$ cat src/hdl/lmc_pkg.sv
package lmc_pkg;
   // clock and timing
   localparam int CLK_KHZ       = 40000;       // 40 MHz system clock
   localparam int HOLD_MS       = 1000;        // button hold before a change acts
   localparam int HOLD_CYC      = HOLD_MS * CLK_KHZ;
   localparam int MSG_MS        = 1000;        // time a message stays up
   localparam int MSG_CYC       = MSG_MS * CLK_KHZ;
   localparam int TMR_W         = 26;
   localparam int DIV_CYC       = 32;          // divider iterations

   // values in units of 0.01 pF or 0.01 %
   localparam int VAL_W         = 20;
   localparam logic [19:0] MIN_SPAN     = 20'h0014A;  // 3.30 pF
   localparam logic [19:0] LRP_RST      = 20'h00000;  // 0 pF
   localparam logic [19:0] URP_RST      = 20'h50910;  // 3300 pF
   localparam logic [19:0] VAL_MAX      = 20'hFFFFF;
   localparam logic [31:0] PCT_SCALE    = 32'h00002710; // 100.00 %

   // step size as decade exponent: 0.01 * 10^exp, 0.01 .. 1000
   localparam logic [2:0]  STEP_RST     = 3'h2;       // 1.00
   localparam logic [2:0]  STEP_MAX     = 3'h5;
   localparam logic [1:0]  LOCK_RST     = 2'h0;
   localparam logic [1:0]  LOCK_MAX     = 2'h3;

   // menu items {level, rotary}
   localparam logic [4:0]  ITEM_LVL0    = 5'h00;
   localparam logic [4:0]  ITEM_REP     = 5'h01;
   localparam logic [4:0]  ITEM_STEP    = 5'h09;
   localparam logic [4:0]  ITEM_LRP     = 5'h0E;
   localparam logic [4:0]  ITEM_URP     = 5'h0F;
   localparam logic [4:0]  ITEM_LVL1    = 5'h10;
   localparam logic [4:0]  ITEM_FAC     = 5'h12;
   localparam logic [4:0]  ITEM_LOCK    = 5'h1F;

   // register byte offsets
   localparam logic [7:0]  REG_STATUS   = 8'h00;
   localparam logic [7:0]  REG_LRP      = 8'h04;
   localparam logic [7:0]  REG_URP      = 8'h08;
   localparam logic [7:0]  REG_STEP     = 8'h0C;
   localparam logic [7:0]  REG_LOCK     = 8'h10;
   localparam logic [7:0]  REG_PCT      = 8'h14;
   localparam logic [7:0]  REG_DISP     = 8'h18;

   typedef enum logic [3:0] {
      MSG_PRIM    = 4'h0,  // primary_value in pF
      MSG_PCT     = 4'h1,  // primary_value in percent
      MSG_REP     = 4'h2,  // representation selection
      MSG_STEP    = 4'h3,  // step size prompt
      MSG_LRP     = 4'h4,  // lower_range_point
      MSG_URP     = 4'h5,  // upper_range_point
      MSG_LOCK    = 4'h6,  // lock_level_prompt
      MSG_LVL_CHG = 4'h7,  // level change message
      MSG_LVL_SEL = 4'h8,  // level select message
      MSG_CONFIRM = 4'h9,  // confirm_msg
      MSG_FACTORY = 4'hA   // factory_restore_msg
   } lmc_msg_type;

   typedef enum logic [2:0] {
      DSP_ITEM    = 3'b000,
      DSP_LVL_CHG = 3'b001,
      DSP_LVL_SEL = 3'b010,
      DSP_BRIEF   = 3'b011,
      DSP_CONFIRM = 3'b100,
      DSP_FACTORY = 3'b101
   } lmc_dsp_type;
endpackage : lmc_pkg

$ cat src/hdl/lmc_hold_timer.sv
`timescale 1ns/1ps
module lmc_hold_timer #(
   parameter int unsigned HOLD = 1
) (
   input  wire logic clk_i,
   input  wire logic rst_i,
   input  wire logic btn_i,
   output logic      long_o,
   output logic      short_o,
   output logic      done_o
);
   import lmc_pkg::*;

   logic [TMR_W-1:0] cnt_q;
   logic             seen_q;
   logic             btn_q;

   // hold counter, wraps each hold period for auto-repeat
   always_ff @(posedge clk_i) begin
      if (rst_i || !btn_i) begin
         cnt_q <= '0;
      end else if (long_o) begin
         cnt_q <= '0;
      end else begin
         cnt_q <= cnt_q + TMR_W'(1);
      end
   end

   // remembers that this press has already acted
   always_ff @(posedge clk_i) begin
      if (rst_i || !btn_i) begin
         seen_q <= 1'b0;
      end else if (long_o) begin
         seen_q <= 1'b1;
      end
   end

   always_ff @(posedge clk_i) begin
      if (rst_i) begin
         btn_q <= 1'b0;
      end else begin
         btn_q <= btn_i;
      end
   end

   // long pulse at the end of each hold period; release pulses split by whether the press was long
   assign long_o  = btn_i && (cnt_q == TMR_W'(HOLD - 1));
   assign short_o = btn_q && !btn_i && !seen_q;
   assign done_o  = btn_q && !btn_i && seen_q;
endmodule : lmc_hold_timer

$ cat src/hdl/lmc_pct_div.sv
`timescale 1ns/1ps
module lmc_pct_div (
   input  wire logic        clk_i,
   input  wire logic        rst_i,
   input  wire logic        start_i,
   input  wire logic [31:0] num_i,
   input  wire logic [19:0] den_i,
   output logic             busy_o,
   output logic [19:0]      quo_o
);
   import lmc_pkg::*;

   logic [19:0] rem_q;
   logic [31:0] quo_q;
   logic [4:0]  cnt_q;
   logic        done_q;
   logic [20:0] trial;

   assign trial = {rem_q, quo_q[31]};

   // restoring division, one quotient bit per cycle
   always_ff @(posedge clk_i) begin
      if (rst_i) begin
         busy_o <= 1'b0;
         done_q <= 1'b0;
         cnt_q  <= '0;
         rem_q  <= '0;
         quo_q  <= '0;
      end else if (start_i && !busy_o) begin
         busy_o <= 1'b1;
         done_q <= 1'b0;
         cnt_q  <= '0;
         rem_q  <= '0;
         quo_q  <= num_i;
      end else if (busy_o) begin
         if (trial >= {1'b0, den_i}) begin
            rem_q <= 20'(trial - {1'b0, den_i});
            quo_q <= {quo_q[30:0], 1'b1};
         end else begin
            rem_q <= trial[19:0];
            quo_q <= {quo_q[30:0], 1'b0};
         end
         cnt_q  <= cnt_q + 5'h01;
         busy_o <= (cnt_q != 5'(DIV_CYC - 1));
         done_q <= (cnt_q == 5'(DIV_CYC - 1));
      end else begin
         done_q <= 1'b0;
      end
   end

   // result register, saturated to the display width
   always_ff @(posedge clk_i) begin
      if (rst_i) begin
         quo_o <= '0;
      end else if (done_q) begin
         quo_o <= (|quo_q[31:20]) ? VAL_MAX : quo_q[19:0];
      end
   end
endmodule : lmc_pct_div

$ cat src/hdl/lmc_top.sv
// Our own choices: the register offsets and the Wishbone slave port.
`timescale 1ns/1ps
module lmc_top #(
   parameter int unsigned HOLD_CYCLES = lmc_pkg::HOLD_CYC,
   parameter int unsigned MSG_CYCLES  = lmc_pkg::MSG_CYC
) (
   input  wire logic                clk_i,
   input  wire logic                rst_i,
   input  wire logic [3:0]          rot_i,
   input  wire logic                plus_i,
   input  wire logic                minus_i,
   input  wire logic [19:0]         meas_i,
   input  wire logic                wb_cyc_i,
   input  wire logic                wb_stb_i,
   input  wire logic                wb_we_i,
   input  wire logic [7:0]          wb_adr_i,
   input  wire logic [3:0]          wb_sel_i,
   input  wire logic [31:0]         wb_dat_i,
   output logic [31:0]              wb_dat_o,
   output logic                     wb_ack_o,
   output logic                     arrow_o,
   output lmc_pkg::lmc_msg_type     disp_msg_o,
   output logic [19:0]              disp_val_o
);
   import lmc_pkg::*;

   logic              level_q;
   logic              pct_mode_q;
   logic [1:0]        lock_q;
   logic [2:0]        step_exp_q;
   logic [19:0]       lrp_q;
   logic [19:0]       urp_q;
   lmc_dsp_type       dsp_q;
   logic [TMR_W-1:0]  msg_cnt_q;
   logic              ack_q;
   logic [31:0]       rd_q;

   logic              p_long, p_short, p_done;
   logic              m_long, m_short, m_done;
   logic              b_long, b_done;
   logic [4:0]        item;
   logic              at_zero;
   logic              unlocked;
   logic              msg_end;
   logic              bus_wr;
   logic [19:0]       step_val;
   logic [20:0]       urp_up;
   logic [20:0]       urp_dn;
   logic [19:0]       pct_val;
   logic              div_busy;
   logic [31:0]       div_num;
   logic [19:0]       span;

   assign item     = {level_q, rot_i};
   assign at_zero  = (rot_i == 4'h0);
   assign unlocked = (lock_q == 2'h0);
   assign msg_end  = (msg_cnt_q == '0);
   assign bus_wr   = ack_q && wb_we_i;

   // button hold timers, one per combination of buttons
   lmc_hold_timer #(.HOLD(HOLD_CYCLES)) u_plus (
      .clk_i   (clk_i),
      .rst_i   (rst_i),
      .btn_i   (plus_i && !minus_i),
      .long_o  (p_long),
      .short_o (p_short),
      .done_o  (p_done)
   );

   lmc_hold_timer #(.HOLD(HOLD_CYCLES)) u_minus (
      .clk_i   (clk_i),
      .rst_i   (rst_i),
      .btn_i   (minus_i && !plus_i),
      .long_o  (m_long),
      .short_o (m_short),
      .done_o  (m_done)
   );

   lmc_hold_timer #(.HOLD(HOLD_CYCLES)) u_both (
      .clk_i   (clk_i),
      .rst_i   (rst_i),
      .btn_i   (plus_i && minus_i),
      .long_o  (b_long),
      .short_o (),
      .done_o  (b_done)
   );

   // step size value from decade exponent
   always_comb begin
      case (step_exp_q)
         3'h0:    step_val = 20'h00001;
         3'h1:    step_val = 20'h0000A;
         3'h2:    step_val = 20'h00064;
         3'h3:    step_val = 20'h003E8;
         3'h4:    step_val = 20'h02710;
         default: step_val = 20'h186A0;
      endcase
   end

   assign urp_up = {1'b0, urp_q} + {1'b0, step_val};
   assign urp_dn = {1'b0, urp_q} - {1'b0, step_val};

   // percent reading of the measured capacitance
   assign span    = urp_q - lrp_q;
   assign div_num = (meas_i > lrp_q) ? 32'(meas_i - lrp_q) * PCT_SCALE : 32'h0;

   lmc_pct_div u_div (
      .clk_i   (clk_i),
      .rst_i   (rst_i),
      .start_i (!div_busy),
      .num_i   (div_num),
      .den_i   (span),
      .busy_o  (div_busy),
      .quo_o   (pct_val)
   );

   // menu level
   always_ff @(posedge clk_i) begin
      if (rst_i) begin
         level_q <= 1'b0;
      end else if (at_zero && m_long) begin
         level_q <= 1'b1;
      end else if (at_zero && p_long) begin
         level_q <= 1'b0;
      end
   end

   assign arrow_o = level_q;

   // keylock level, from the buttons at item 1F or from the bus
   always_ff @(posedge clk_i) begin
      if (rst_i) begin
         lock_q <= LOCK_RST;
      end else if (bus_wr && wb_adr_i == REG_LOCK && wb_sel_i[0]) begin
         lock_q <= wb_dat_i[1:0];
      end else if (item == ITEM_LOCK && m_long && lock_q != 2'h0) begin
         lock_q <= lock_q - 2'h1;
      end else if (item == ITEM_LOCK && p_long && lock_q != LOCK_MAX) begin
         lock_q <= lock_q + 2'h1;
      end
   end

   // primary value representation
   always_ff @(posedge clk_i) begin
      if (rst_i) begin
         pct_mode_q <= 1'b0;
      end else if (unlocked) begin
         if (item == ITEM_FAC && b_done) begin
            pct_mode_q <= 1'b0;
         end else if (item == ITEM_REP && (m_long || p_long)) begin
            pct_mode_q <= 1'b0;
         end else if (item == ITEM_REP && b_long) begin
            pct_mode_q <= 1'b1;
         end
      end
   end

   // step size in decades
   always_ff @(posedge clk_i) begin
      if (rst_i) begin
         step_exp_q <= STEP_RST;
      end else if (unlocked) begin
         if (item == ITEM_FAC && b_done) begin
            step_exp_q <= STEP_RST;
         end else if (item == ITEM_STEP && m_long && step_exp_q != 3'h0) begin
            step_exp_q <= step_exp_q - 3'h1;
         end else if (item == ITEM_STEP && p_long && step_exp_q != STEP_MAX) begin
            step_exp_q <= step_exp_q + 3'h1;
         end
      end
   end

   // lower range point, taken in pF representation only, without a calibration mode
   always_ff @(posedge clk_i) begin
      if (rst_i) begin
         lrp_q <= LRP_RST;
      end else if (unlocked) begin
         if (item == ITEM_FAC && b_done) begin
            lrp_q <= LRP_RST;
         end else if (item == ITEM_LRP && !pct_mode_q && b_long) begin
            if ({1'b0, meas_i} + {1'b0, MIN_SPAN} <= {1'b0, urp_q}) begin
               lrp_q <= meas_i;
            end
         end
      end
   end

   // upper range point: capture in pF, step or snap in percent
   always_ff @(posedge clk_i) begin
      if (rst_i) begin
         urp_q <= URP_RST;
      end else if (unlocked && item == ITEM_FAC && b_done) begin
         urp_q <= URP_RST;
      end else if (unlocked && item == ITEM_URP) begin
         if (b_long && meas_i >= lrp_q + MIN_SPAN) begin
            urp_q <= meas_i;
         end else if (pct_mode_q && p_long && !urp_up[20]
                      && urp_up[19:0] >= lrp_q + MIN_SPAN) begin
            urp_q <= urp_up[19:0];
         end else if (pct_mode_q && m_long && !urp_dn[20]
                      && urp_dn[19:0] >= lrp_q + MIN_SPAN) begin
            urp_q <= urp_dn[19:0];
         end
      end
   end

   // display sequencing for messages
   always_ff @(posedge clk_i) begin
      if (rst_i) begin
         dsp_q <= DSP_ITEM;
      end else begin
         case (dsp_q)
            DSP_ITEM: begin
               if (at_zero && (m_long || p_long)) begin
                  dsp_q <= DSP_LVL_CHG;
               end else if (at_zero && (m_short || p_short)) begin
                  dsp_q <= DSP_BRIEF;
               end else if (item == ITEM_FAC && b_long && unlocked) begin
                  dsp_q <= DSP_CONFIRM;
               end
            end
            DSP_LVL_CHG: begin
               if (m_done || p_done || (!plus_i && !minus_i)) begin
                  dsp_q <= DSP_ITEM;
               end else if (msg_end) begin
                  dsp_q <= DSP_LVL_SEL;
               end
            end
            DSP_LVL_SEL: begin
               if (!plus_i && !minus_i) begin
                  dsp_q <= DSP_ITEM;
               end
            end
            DSP_BRIEF: begin
               if (msg_end) begin
                  dsp_q <= DSP_ITEM;
               end
            end
            DSP_CONFIRM: begin
               if (b_done) begin
                  dsp_q <= DSP_FACTORY;
               end else if (!plus_i || !minus_i) begin
                  dsp_q <= DSP_ITEM;
               end
            end
            DSP_FACTORY: begin
               if (msg_end) begin
                  dsp_q <= DSP_ITEM;
               end
            end
            default: dsp_q <= DSP_ITEM;
         endcase
      end
   end

   // message timer, reloaded when a timed message starts
   always_ff @(posedge clk_i) begin
      if (rst_i) begin
         msg_cnt_q <= '0;
      end else if ((dsp_q == DSP_ITEM && at_zero && (m_long || p_long || m_short || p_short))
                   || (dsp_q == DSP_CONFIRM && b_done)) begin
         msg_cnt_q <= TMR_W'(MSG_CYCLES - 1);
      end else if (!msg_end) begin
         msg_cnt_q <= msg_cnt_q - TMR_W'(1);
      end
   end

   // display message and value registers
   always_ff @(posedge clk_i) begin
      if (rst_i) begin
         disp_msg_o <= MSG_PRIM;
         disp_val_o <= '0;
      end else begin
         case (dsp_q)
            DSP_LVL_CHG: begin
               disp_msg_o <= MSG_LVL_CHG;
               disp_val_o <= level_q ? 20'h00010 : 20'h00000;
            end
            DSP_LVL_SEL, DSP_BRIEF: begin
               disp_msg_o <= MSG_LVL_SEL;
               disp_val_o <= {19'h0, level_q};
            end
            DSP_CONFIRM: begin
               disp_msg_o <= MSG_CONFIRM;
               disp_val_o <= '0;
            end
            DSP_FACTORY: begin
               disp_msg_o <= MSG_FACTORY;
               disp_val_o <= '0;
            end
            default: begin
               case (item)
                  ITEM_REP: begin
                     disp_msg_o <= MSG_REP;
                     disp_val_o <= {19'h0, pct_mode_q};
                  end
                  ITEM_STEP: begin
                     disp_msg_o <= MSG_STEP;
                     disp_val_o <= step_val;
                  end
                  ITEM_LRP: begin
                     disp_msg_o <= MSG_LRP;
                     disp_val_o <= lrp_q;
                  end
                  ITEM_URP: begin
                     disp_msg_o <= pct_mode_q ? MSG_PCT : MSG_URP;
                     disp_val_o <= pct_mode_q ? pct_val : urp_q;
                  end
                  ITEM_LOCK: begin
                     disp_msg_o <= MSG_LOCK;
                     disp_val_o <= {18'h0, lock_q};
                  end
                  default: begin
                     disp_msg_o <= pct_mode_q ? MSG_PCT : MSG_PRIM;
                     disp_val_o <= pct_mode_q ? pct_val : meas_i;
                  end
               endcase
            end
         endcase
      end
   end

   // wishbone slave: ack one cycle after request, dropped the next
   always_ff @(posedge clk_i) begin
      if (rst_i) begin
         ack_q <= 1'b0;
      end else begin
         ack_q <= wb_cyc_i && wb_stb_i && !ack_q;
      end
   end

   // read data captured with the ack
   always_ff @(posedge clk_i) begin
      if (rst_i) begin
         rd_q <= '0;
      end else if (wb_cyc_i && wb_stb_i && !ack_q) begin
         case (wb_adr_i)
            REG_STATUS: rd_q <= {21'h0, dsp_q, 2'h0, lock_q, 2'h0, pct_mode_q, level_q};
            REG_LRP:    rd_q <= {12'h0, lrp_q};
            REG_URP:    rd_q <= {12'h0, urp_q};
            REG_STEP:   rd_q <= {12'h0, step_val};
            REG_LOCK:   rd_q <= {30'h0, lock_q};
            REG_PCT:    rd_q <= {12'h0, pct_val};
            REG_DISP:   rd_q <= {8'h0, disp_msg_o, disp_val_o};
            default:    rd_q <= 32'h0;
         endcase
      end
   end

   assign wb_ack_o = ack_q;
   assign wb_dat_o = rd_q;
endmodule : lmc_top

$ cat config.mk
export PLATFORM = sky130hd
export DESIGN_NAME = lmc_top
export DESIGN_NICKNAME = d
export VERILOG_FILES = /design/src/hdl/lmc_pkg.sv /design/src/hdl/lmc_hold_timer.sv /design/src/hdl/lmc_pct_div.sv /design/src/hdl/lmc_top.sv
export SDC_FILE = /design/constraint.sdc
export NUM_CORES = 1
export LEC_CHECK = 0
export BUFFER_PORTS_ARGS = -buffer_cell sky130_fd_sc_hd__buf_2
export CAP_MARGIN = 20
export CELL_PAD_IN_SITES_DETAIL_PLACEMENT = 2
export CELL_PAD_IN_SITES_GLOBAL_PLACEMENT = 2
export CORE_ASPECT_RATIO = 0.6
export CORE_MARGIN = 2
export CORE_UTILIZATION = 34
export DETAILED_ROUTE_END_ITERATION = 6
export PLACE_DENSITY = 0.8
export RECOVER_POWER = 50
export SYNTH_ARGS = -nofsm -noshare
export SYNTH_HDL_FRONTEND = slang
export SYNTH_SLANG_ARGS = --single-unit
$ cat constraint.sdc
create_clock -name clk_i -period 6.8 [get_ports clk_i]
set_input_delay 0.68 -clock clk_i [delete_from_list [all_inputs] [get_ports clk_i]]
set_output_delay 0.68 -clock clk_i [all_outputs]
set_load 0.1 [all_outputs]
==> flow_summary_export.csv, run 1 <==
group,metric,value,unit
placement,dpl_worst_slack,-0.8334,ns
power,leakage,11.22,nW
sta,hold_viol,0,
logic_synthesis,yosysWarnings,0,
clocking,cts_max_level,2,
logic_synthesis,synth_ff_type,"dfxtp_1",
global_route,grt_first_pass_wirelength,151100,microns
clocking,cts.sinks,288,
sta,whs,0.4038,ns
finish,fin_util,40.26,%
logic_synthesis,synthArstFlopShare,0,%
logic_synthesis,synth_area,23010,sq um
logic_synthesis,ys_ff_latch,288,
floorplanning,coreArea,66590,sq um
power,p_per_area,326.6,nW/um^2
drt,drc_errors,0,
sta,slew_violations,94,
logic_synthesis,syn_inst,2843,
clocking,cts_hold_buf,0,
floorplanning,die_area,69840,sq um
sta,setup_ws,0.1634,ns
sta,tightest_slew,3.261,ns
worst_setup_path,critical_path_class,"reg2reg",
drt,drt_pre_antenna_iters,6,
global_route,first_global_vias,24550,
finish,area.growth.synth_to_final,16.49,%
worst_setup_path,cp-end-kind,"register",
sta,fin_crit_sh,97.60,%
worst_setup_path,crit_fanout,4,
clocking,numCtsBuffers,34,
global_route,grt_antenna_before_repair,3,
drt,antenna_left,0,
placement,portBuffers,91,
hold_path,min_path_cells,3,
finish,fin_cells,3962,
sta,min_period,6.637,ns
status,violations,"max-capacitance violations, max-slew violations",
floorplanning,io_pins,133,
placement,gp_congestion,0.9687,
status,status,"finished, violations left",
floorplanning,die_h,205.5,microns
placement,dpl.cell_count,3884,
global_route,grt_use_total,28.01,%
power,peakVddDrop,0.3782,mV
floorplanning,initial_utilization,34.56,%
clocking,clock_latency,0.58,ns
sta,maxSlewHeadroom,-117.4,%
worst_setup_path,worstPathRequired,7.27,ns
worst_setup_path,cp.arrival,7.10,ns
worst_setup_path,start_kind,"register",
floorplanning,num_rows,73,
finish,nets,3423,
logic_synthesis,yosysUniqueCellTypes,92,
sta,report.final.setup_viol,0,
drt,routed-via-count,22870,
drt,drtIter0Drc,1861,
floorplanning,die_w,339.8,microns
finish,layout-drive-gt1-share,12.38,%
run,maxCapViolations,2,
hold_path,hold_class,"in2reg",
global_route,grt_start_max_net_pins,67,
placement,hpwl,79180,microns
worst_setup_path,reg2reg_depth,27,
drt,wl_per_cell,25.41,microns
finish,layout_commonest_cell,"nor2_1",
drt,via_per_inst,5.771,
global_route,grt_overflow,0,
logic_synthesis,synth_area_per_cell,8.093,sq um
drt,wirelength,100700,microns
logic_synthesis,synth_edf_count,0,
sta,fmax,150.7,MHz
clocking,cts_tree,"done",
sta,skew,0.02504,ns
clocking,root_buffer,"clkbuf_16",
clocking,clockBufferDepth,3,
clocking,clkTransAtPathRegs,0.07,ns
finish,mostFrequentLayoutCells,"nor2_1, dfxtp_1, ha_1",
logic_synthesis,synth-seq-area-share,25.06,%
==> routing by layer <==
| layer | track usage (%) | vias up | share of wire, % |
|---|---|---|---|
| li1 | - | 10380 | - |
| met1 | 39.31 | 11690 | 47 |
| met2 | 43.40 | 657 | 43 |
| met3 | 5.728 | 141 | 7.2 |
| met4 | 7.664 | 0 | 2.7 |
| met5 | 0 | - | 0 |
==> power breakdown <==
group          total, mW  internal, mW  switching [mW]
Clock               1.87          1.01           0.860
Sequential          1.92          1.81           0.110
Combinational       4.97          2.28            2.69
Total               8.75          5.09            3.66
==> per-stage QoR <==
stage | instance area (sq um) | setup TNS, ns | power (mW)
floorplan | 23040 | 0 | 4.893
global placement | 25380 | -2.607 | 6.203
detailed placement | 25380 | -5.325 | 6.574
CTS | 26540 | 0 | 8.581
global route | 26800 | -0.1867 | 9.433
finish | 26800 | 0 | 8.754
==> worst paths after layout <==
kind | startpoint | end | slack, ns
hold / removal | wb_dat_i[0] | lock_q[0] | 0.40
setup / recovery | lrp_q[0] | u_div.quo_q[28] | 0.16
setup reg to reg | lrp_q[0] | u_div.quo_q[28] | 0.16
hold reg to reg | u_div.cnt_q[0] | u_div.cnt_q[0] | 0.46
==> area by class of cell <==
cell class	count	area, sq um
well taps	900	1126
multi-input cells	2196	16120
diodes	1	2.502
fillers	7560	39780
clock inverters	14	108.9
flip-flops and latches	288	5776
repair buffers	275	1795
inverters	242	908.4
clock buffers	46	967.2
==> cell families after synthesis <==
family | synth area share, %
flip-flops | 25.06
buffers and inverters | 6.248
XOR/XNOR | 9.081
AND/OR/NAND/NOR | 19.29
adder cells (fa/ha/maj) | 18.77
multiplexers | 1.631
AO/OA/AOI/OAI | 19.91
other | 0.01630
==> Yosys cell counts, types with 55 or more instances <==
| cell | instances | share of area [%] |
|---|---|---|
| o21ai_0 | 120 | 2.6 |
| fa_1 | 57 | 5.0 |
| nor2_1 | 315 | 5.1 |
| ha_1 | 254 | 14 |
| nor3_1 | 78 | 1.7 |
| clkbuf_1 | 92 | 1.5 |
| a21oi_1 | 195 | 4.2 |
| inv_1 | 241 | 3.9 |
| dfxtp_1 | 288 | 25 |
| nand2_1 | 181 | 3.0 |
| nand3_1 | 88 | 1.9 |
| xnor2_1 | 134 | 5.1 |
| xor2_1 | 102 | 3.9 |
| a21o_1 | 55 | 1.8 |
==> critical path, stage by stage (launching register included) <==
cell and delay [ns]:
dfxtp_2 0.34, ha_4 0.17, fa_2 0.39, nor2b_1 0.20, o2111ai_2 0.20, nand3b_1 0.19, xor2_2 0.29, inv_2 0.12
fa_1 0.56, inv_1 0.05, ha_1 0.27, inv_1 0.06, fa_1 0.57, inv_1 0.07, ha_1 0.28, inv_1 0.05
fa_1 0.51, inv_1 0.05, ha_1 0.34, o21a_1 0.17, a2111oi_2 0.41, buf_4 0.19, o311ai_2 0.16, buf_4 0.20
a21o_1 0.16, a211oi_1 0.23, nor3_1 0.08, a22o_1 0.20
==> repair_timing <==
item,CTS,global route
setup buffers,2,13
setup endpoints to repair,7,25
endpoints found under the hold margin,0,0
pin swaps,2,29
resized for setup,16,47
==> state kept, by name, summed over array words and instances, names as in the netlist, 2 cells and up <==
signal         cells
disp_msg_o         4
disp_val_o        20
dsp_q              3
lock_q             2
lrp_q             20
msg_cnt_q         26
step_exp_q         3
u_both.cnt_q      26
u_div.cnt_q        5
u_div.quo_o       20
u_div.quo_q       32
u_div.rem_q       20
u_minus.cnt_q     26
u_plus.cnt_q      26
urp_q             20
wb_dat_o          24
Power figures use the tool's default switching activity.
==> run 2, diff against run 1 <==
- CORE_UTILIZATION: 34 -> 38
- PLACE_DENSITY: 0.8 -> 0.85
- clock period: 6.8 -> 6.5 ns (I/O delays scaled with it)
==> run 2 against run 1 <==
  * Setup slack got worse by 0.61 ns
  * Non-clock buffer count is 46 higher
  * Sequential power up 5%
  * Sequential cell count stayed put
  * Register-to-register slack lost 0.60 ns
  * Global-route usage grew 5.3 points
  * Final area rose by 2.4%
  * The run ends with negative setup slack left
  * First-iteration DRC count up 41%
  * Clock skew is essentially flat
  * Clock-buffer cell count shrank 2
  * Largest power group unchanged
  * Wire length grew 9.3%
==> flow_summary_export.csv, run 2 (synthesized netlist as in run 1, its figures left out) <==
group,metric,value,unit
placement,portBuffers,91,
sta,slew_violations,0,
global_route,grt_overflow,0,
power,leakage,11.76,nW
placement,hpwl,81880,microns
sta,rsz0062_at_grt,"true",
worst_setup_path,critical_path_class,"in2reg",
placement,gp_congestion,0.9667,
global_route,grt_use_total,33.31,%
floorplanning,num_rows,69,
floorplanning,die_h,194.6,microns
power,p_per_area,385.4,nW/um^2
hold_path,min_path_cells,3,
floorplanning,coreArea,59480,sq um
sta,min_period,6.947,ns
sta,setup_ws,-0.4475,ns
clocking,cts.sinks,288,
worst_setup_path,reg2reg_depth,30,
sta,tightest_slew,1.152,ns
drt,drt_pre_antenna_iters,6,
placement,dpl_worst_slack,-0.8965,ns
clocking,numCtsBuffers,34,
clocking,clkTransAtPathRegs,0.06,ns
global_route,grt_start_max_net_pins,63,
worst_setup_path,crit-reg2reg-capture,"u_div.quo_q[30]",
floorplanning,die_w,321.7,microns
run,maxCapViolations,0,
global_route,grt_antenna_before_repair,9,
worst_setup_path,worstPathRequired,6.98,ns
finish,layout-drive-gt1-share,16.47,%
drt,antenna_left,0,
drt,routed-via-count,23920,
worst_setup_path,cpMostUsedCell,"ha_4",
worst_setup_path,crit_fanout,4,
status,status,"finished, violations left",
worst_setup_path,cpMaxStageDelayCell,"fa_1",
sta,report.final.setup_viol,5,
drt,wl_per_cell,28.27,microns
hold_path,hold_start,"wb_dat_i[0]",
finish,nets,3469,
sta,hold_viol,0,
clocking,clock_latency,0.59,ns
sta,fmax,143.9,MHz
clocking,cts_max_level,2,
clocking,root_buffer,"clkbuf_16",
drt,wirelength,110000,microns
drt,drtIter0Drc,2618,
worst_setup_path,timing.rr.start,"lrp_q[0]",
drt,drc_errors,0,
floorplanning,io_pins,133,
worst_setup_path,cpPeakStageDelay,0.60,ns
worst_setup_path,cp-end-kind,"register",
hold_path,min_to,"lock_q[0]",
sta,whs,0.3734,ns
clocking,cts_hold_buf,0,
finish,area.growth.synth_to_final,19.26,%
worst_setup_path,cp.arrival,7.43,ns
power,peakVddDrop,0.5387,mV
clocking,cts_tree,"done",
global_route,first_global_vias,25620,
worst_setup_path,start_kind,"primary input",
global_route,grt_first_pass_wirelength,160800,microns
drt,via_per_inst,6.146,
sta,fin_crit_sh,106.9,%
finish,mostFrequentLayoutCells,"nor2_1, dfxtp_1, ha_1",
sta,skew,0.02467,ns
finish,nFillCells,6580,
floorplanning,die_area,62600,sq um
finish,largest-register,"u_div.quo_q",
clocking,clockBufferDepth,3,
floorplanning,initial_utilization,38.68,%
finish,multi_input_area,16410,sq um
status,violations,"negative setup slack",
worst_setup_path,rrSetupSlack,-0.44,ns
sta,maxSlewHeadroom,23.22,%
finish,layout_commonest_cell,"nor2_1",
hold_path,hold_class,"in2reg",
finish,largest_reg_flops,32,
finish,area.sequential,5772,sq um
==> run 2: power breakdown <==
| part | switching [mW] | internal [mW] | leakage, nW |
|---|---|---|---|
| clock network | 0.914 | 1.15 | 0.556 |
| registers | 0.115 | 1.89 | 2.34 |
| logic | 3.45 | 3.05 | 8.87 |
==> run 2: cell type report <==
cell class	count	area share [%]
multi-input cells	2196	59.79
diodes	3	0.02736
flip-flops and latches	288	21.03
inverters	242	3.338
clock buffers	44	3.420
clock inverters	17	0.6976
repair buffers	321	8.135
well taps	781	3.561
==> run 2: timing repair <==
action	4_1_cts	5_1_grt
endpoints found under the setup margin	6	32
buffers inserted	15	14
pin swaps	26	42
gates resized for setup	40	67
==> run 2: through the flow <==
| stage | total power [mW] | cells | setup TNS, ns | area, sq um | util (%) |
|---|---|---|---|---|---|
| 3_3_place_gp | 6.661 | 3801 | -3.455 | 25540 | 42.94 |
| 6_report | 10.58 | 3892 | -1.461 | 27440 | 46.13 |
| 3_5_place_dp | 7.138 | 3802 | -5.495 | 25540 | 42.94 |
| 2_1_floorplan | 5.164 | 2850 | 0 | 23070 | - |
| 4_1_cts | 9.783 | 3878 | 0 | 26980 | 45.36 |
| 5_1_grt | 11.21 | 3891 | -2.006 | 27440 | 46.13 |
==> run 2: layer usage <==
layer  GRT usage (%)  part of all wire (%)  vias up
li1                -                     -    10490
met1           47.18                    44    12180
met2           52.35                    45     1017
met3           5.908                   8.6      227
met4           7.840                   3.0        4
met5               0                 0.022        -
==> run 2: worst max path at each step <==
stage               cells after the start  startpoint         endpoint
floorplan                              29   meas_i[0]  u_div.quo_q[31]
detailed placement                     31   meas_i[0]  u_div.quo_q[31]
finish                                 32   meas_i[0]  u_div.quo_q[30]
global placement                       31   meas_i[0]  u_div.quo_q[31]
global route                           30    lrp_q[0]  u_div.quo_q[30]
CTS                                    28    lrp_q[1]  u_div.quo_q[30]
==> run 2: worst max-delay path: cells and delay by family <==
kind | cells | cell delay (ns)
adder cells (fa/ha/maj) | 8 | 2.81
AO/OA/AOI/OAI | 12 | 2.51
buffers and inverters | 7 | 0.78
AND/OR/NAND/NOR | 3 | 0.33
XOR/XNOR | 2 | 0.29
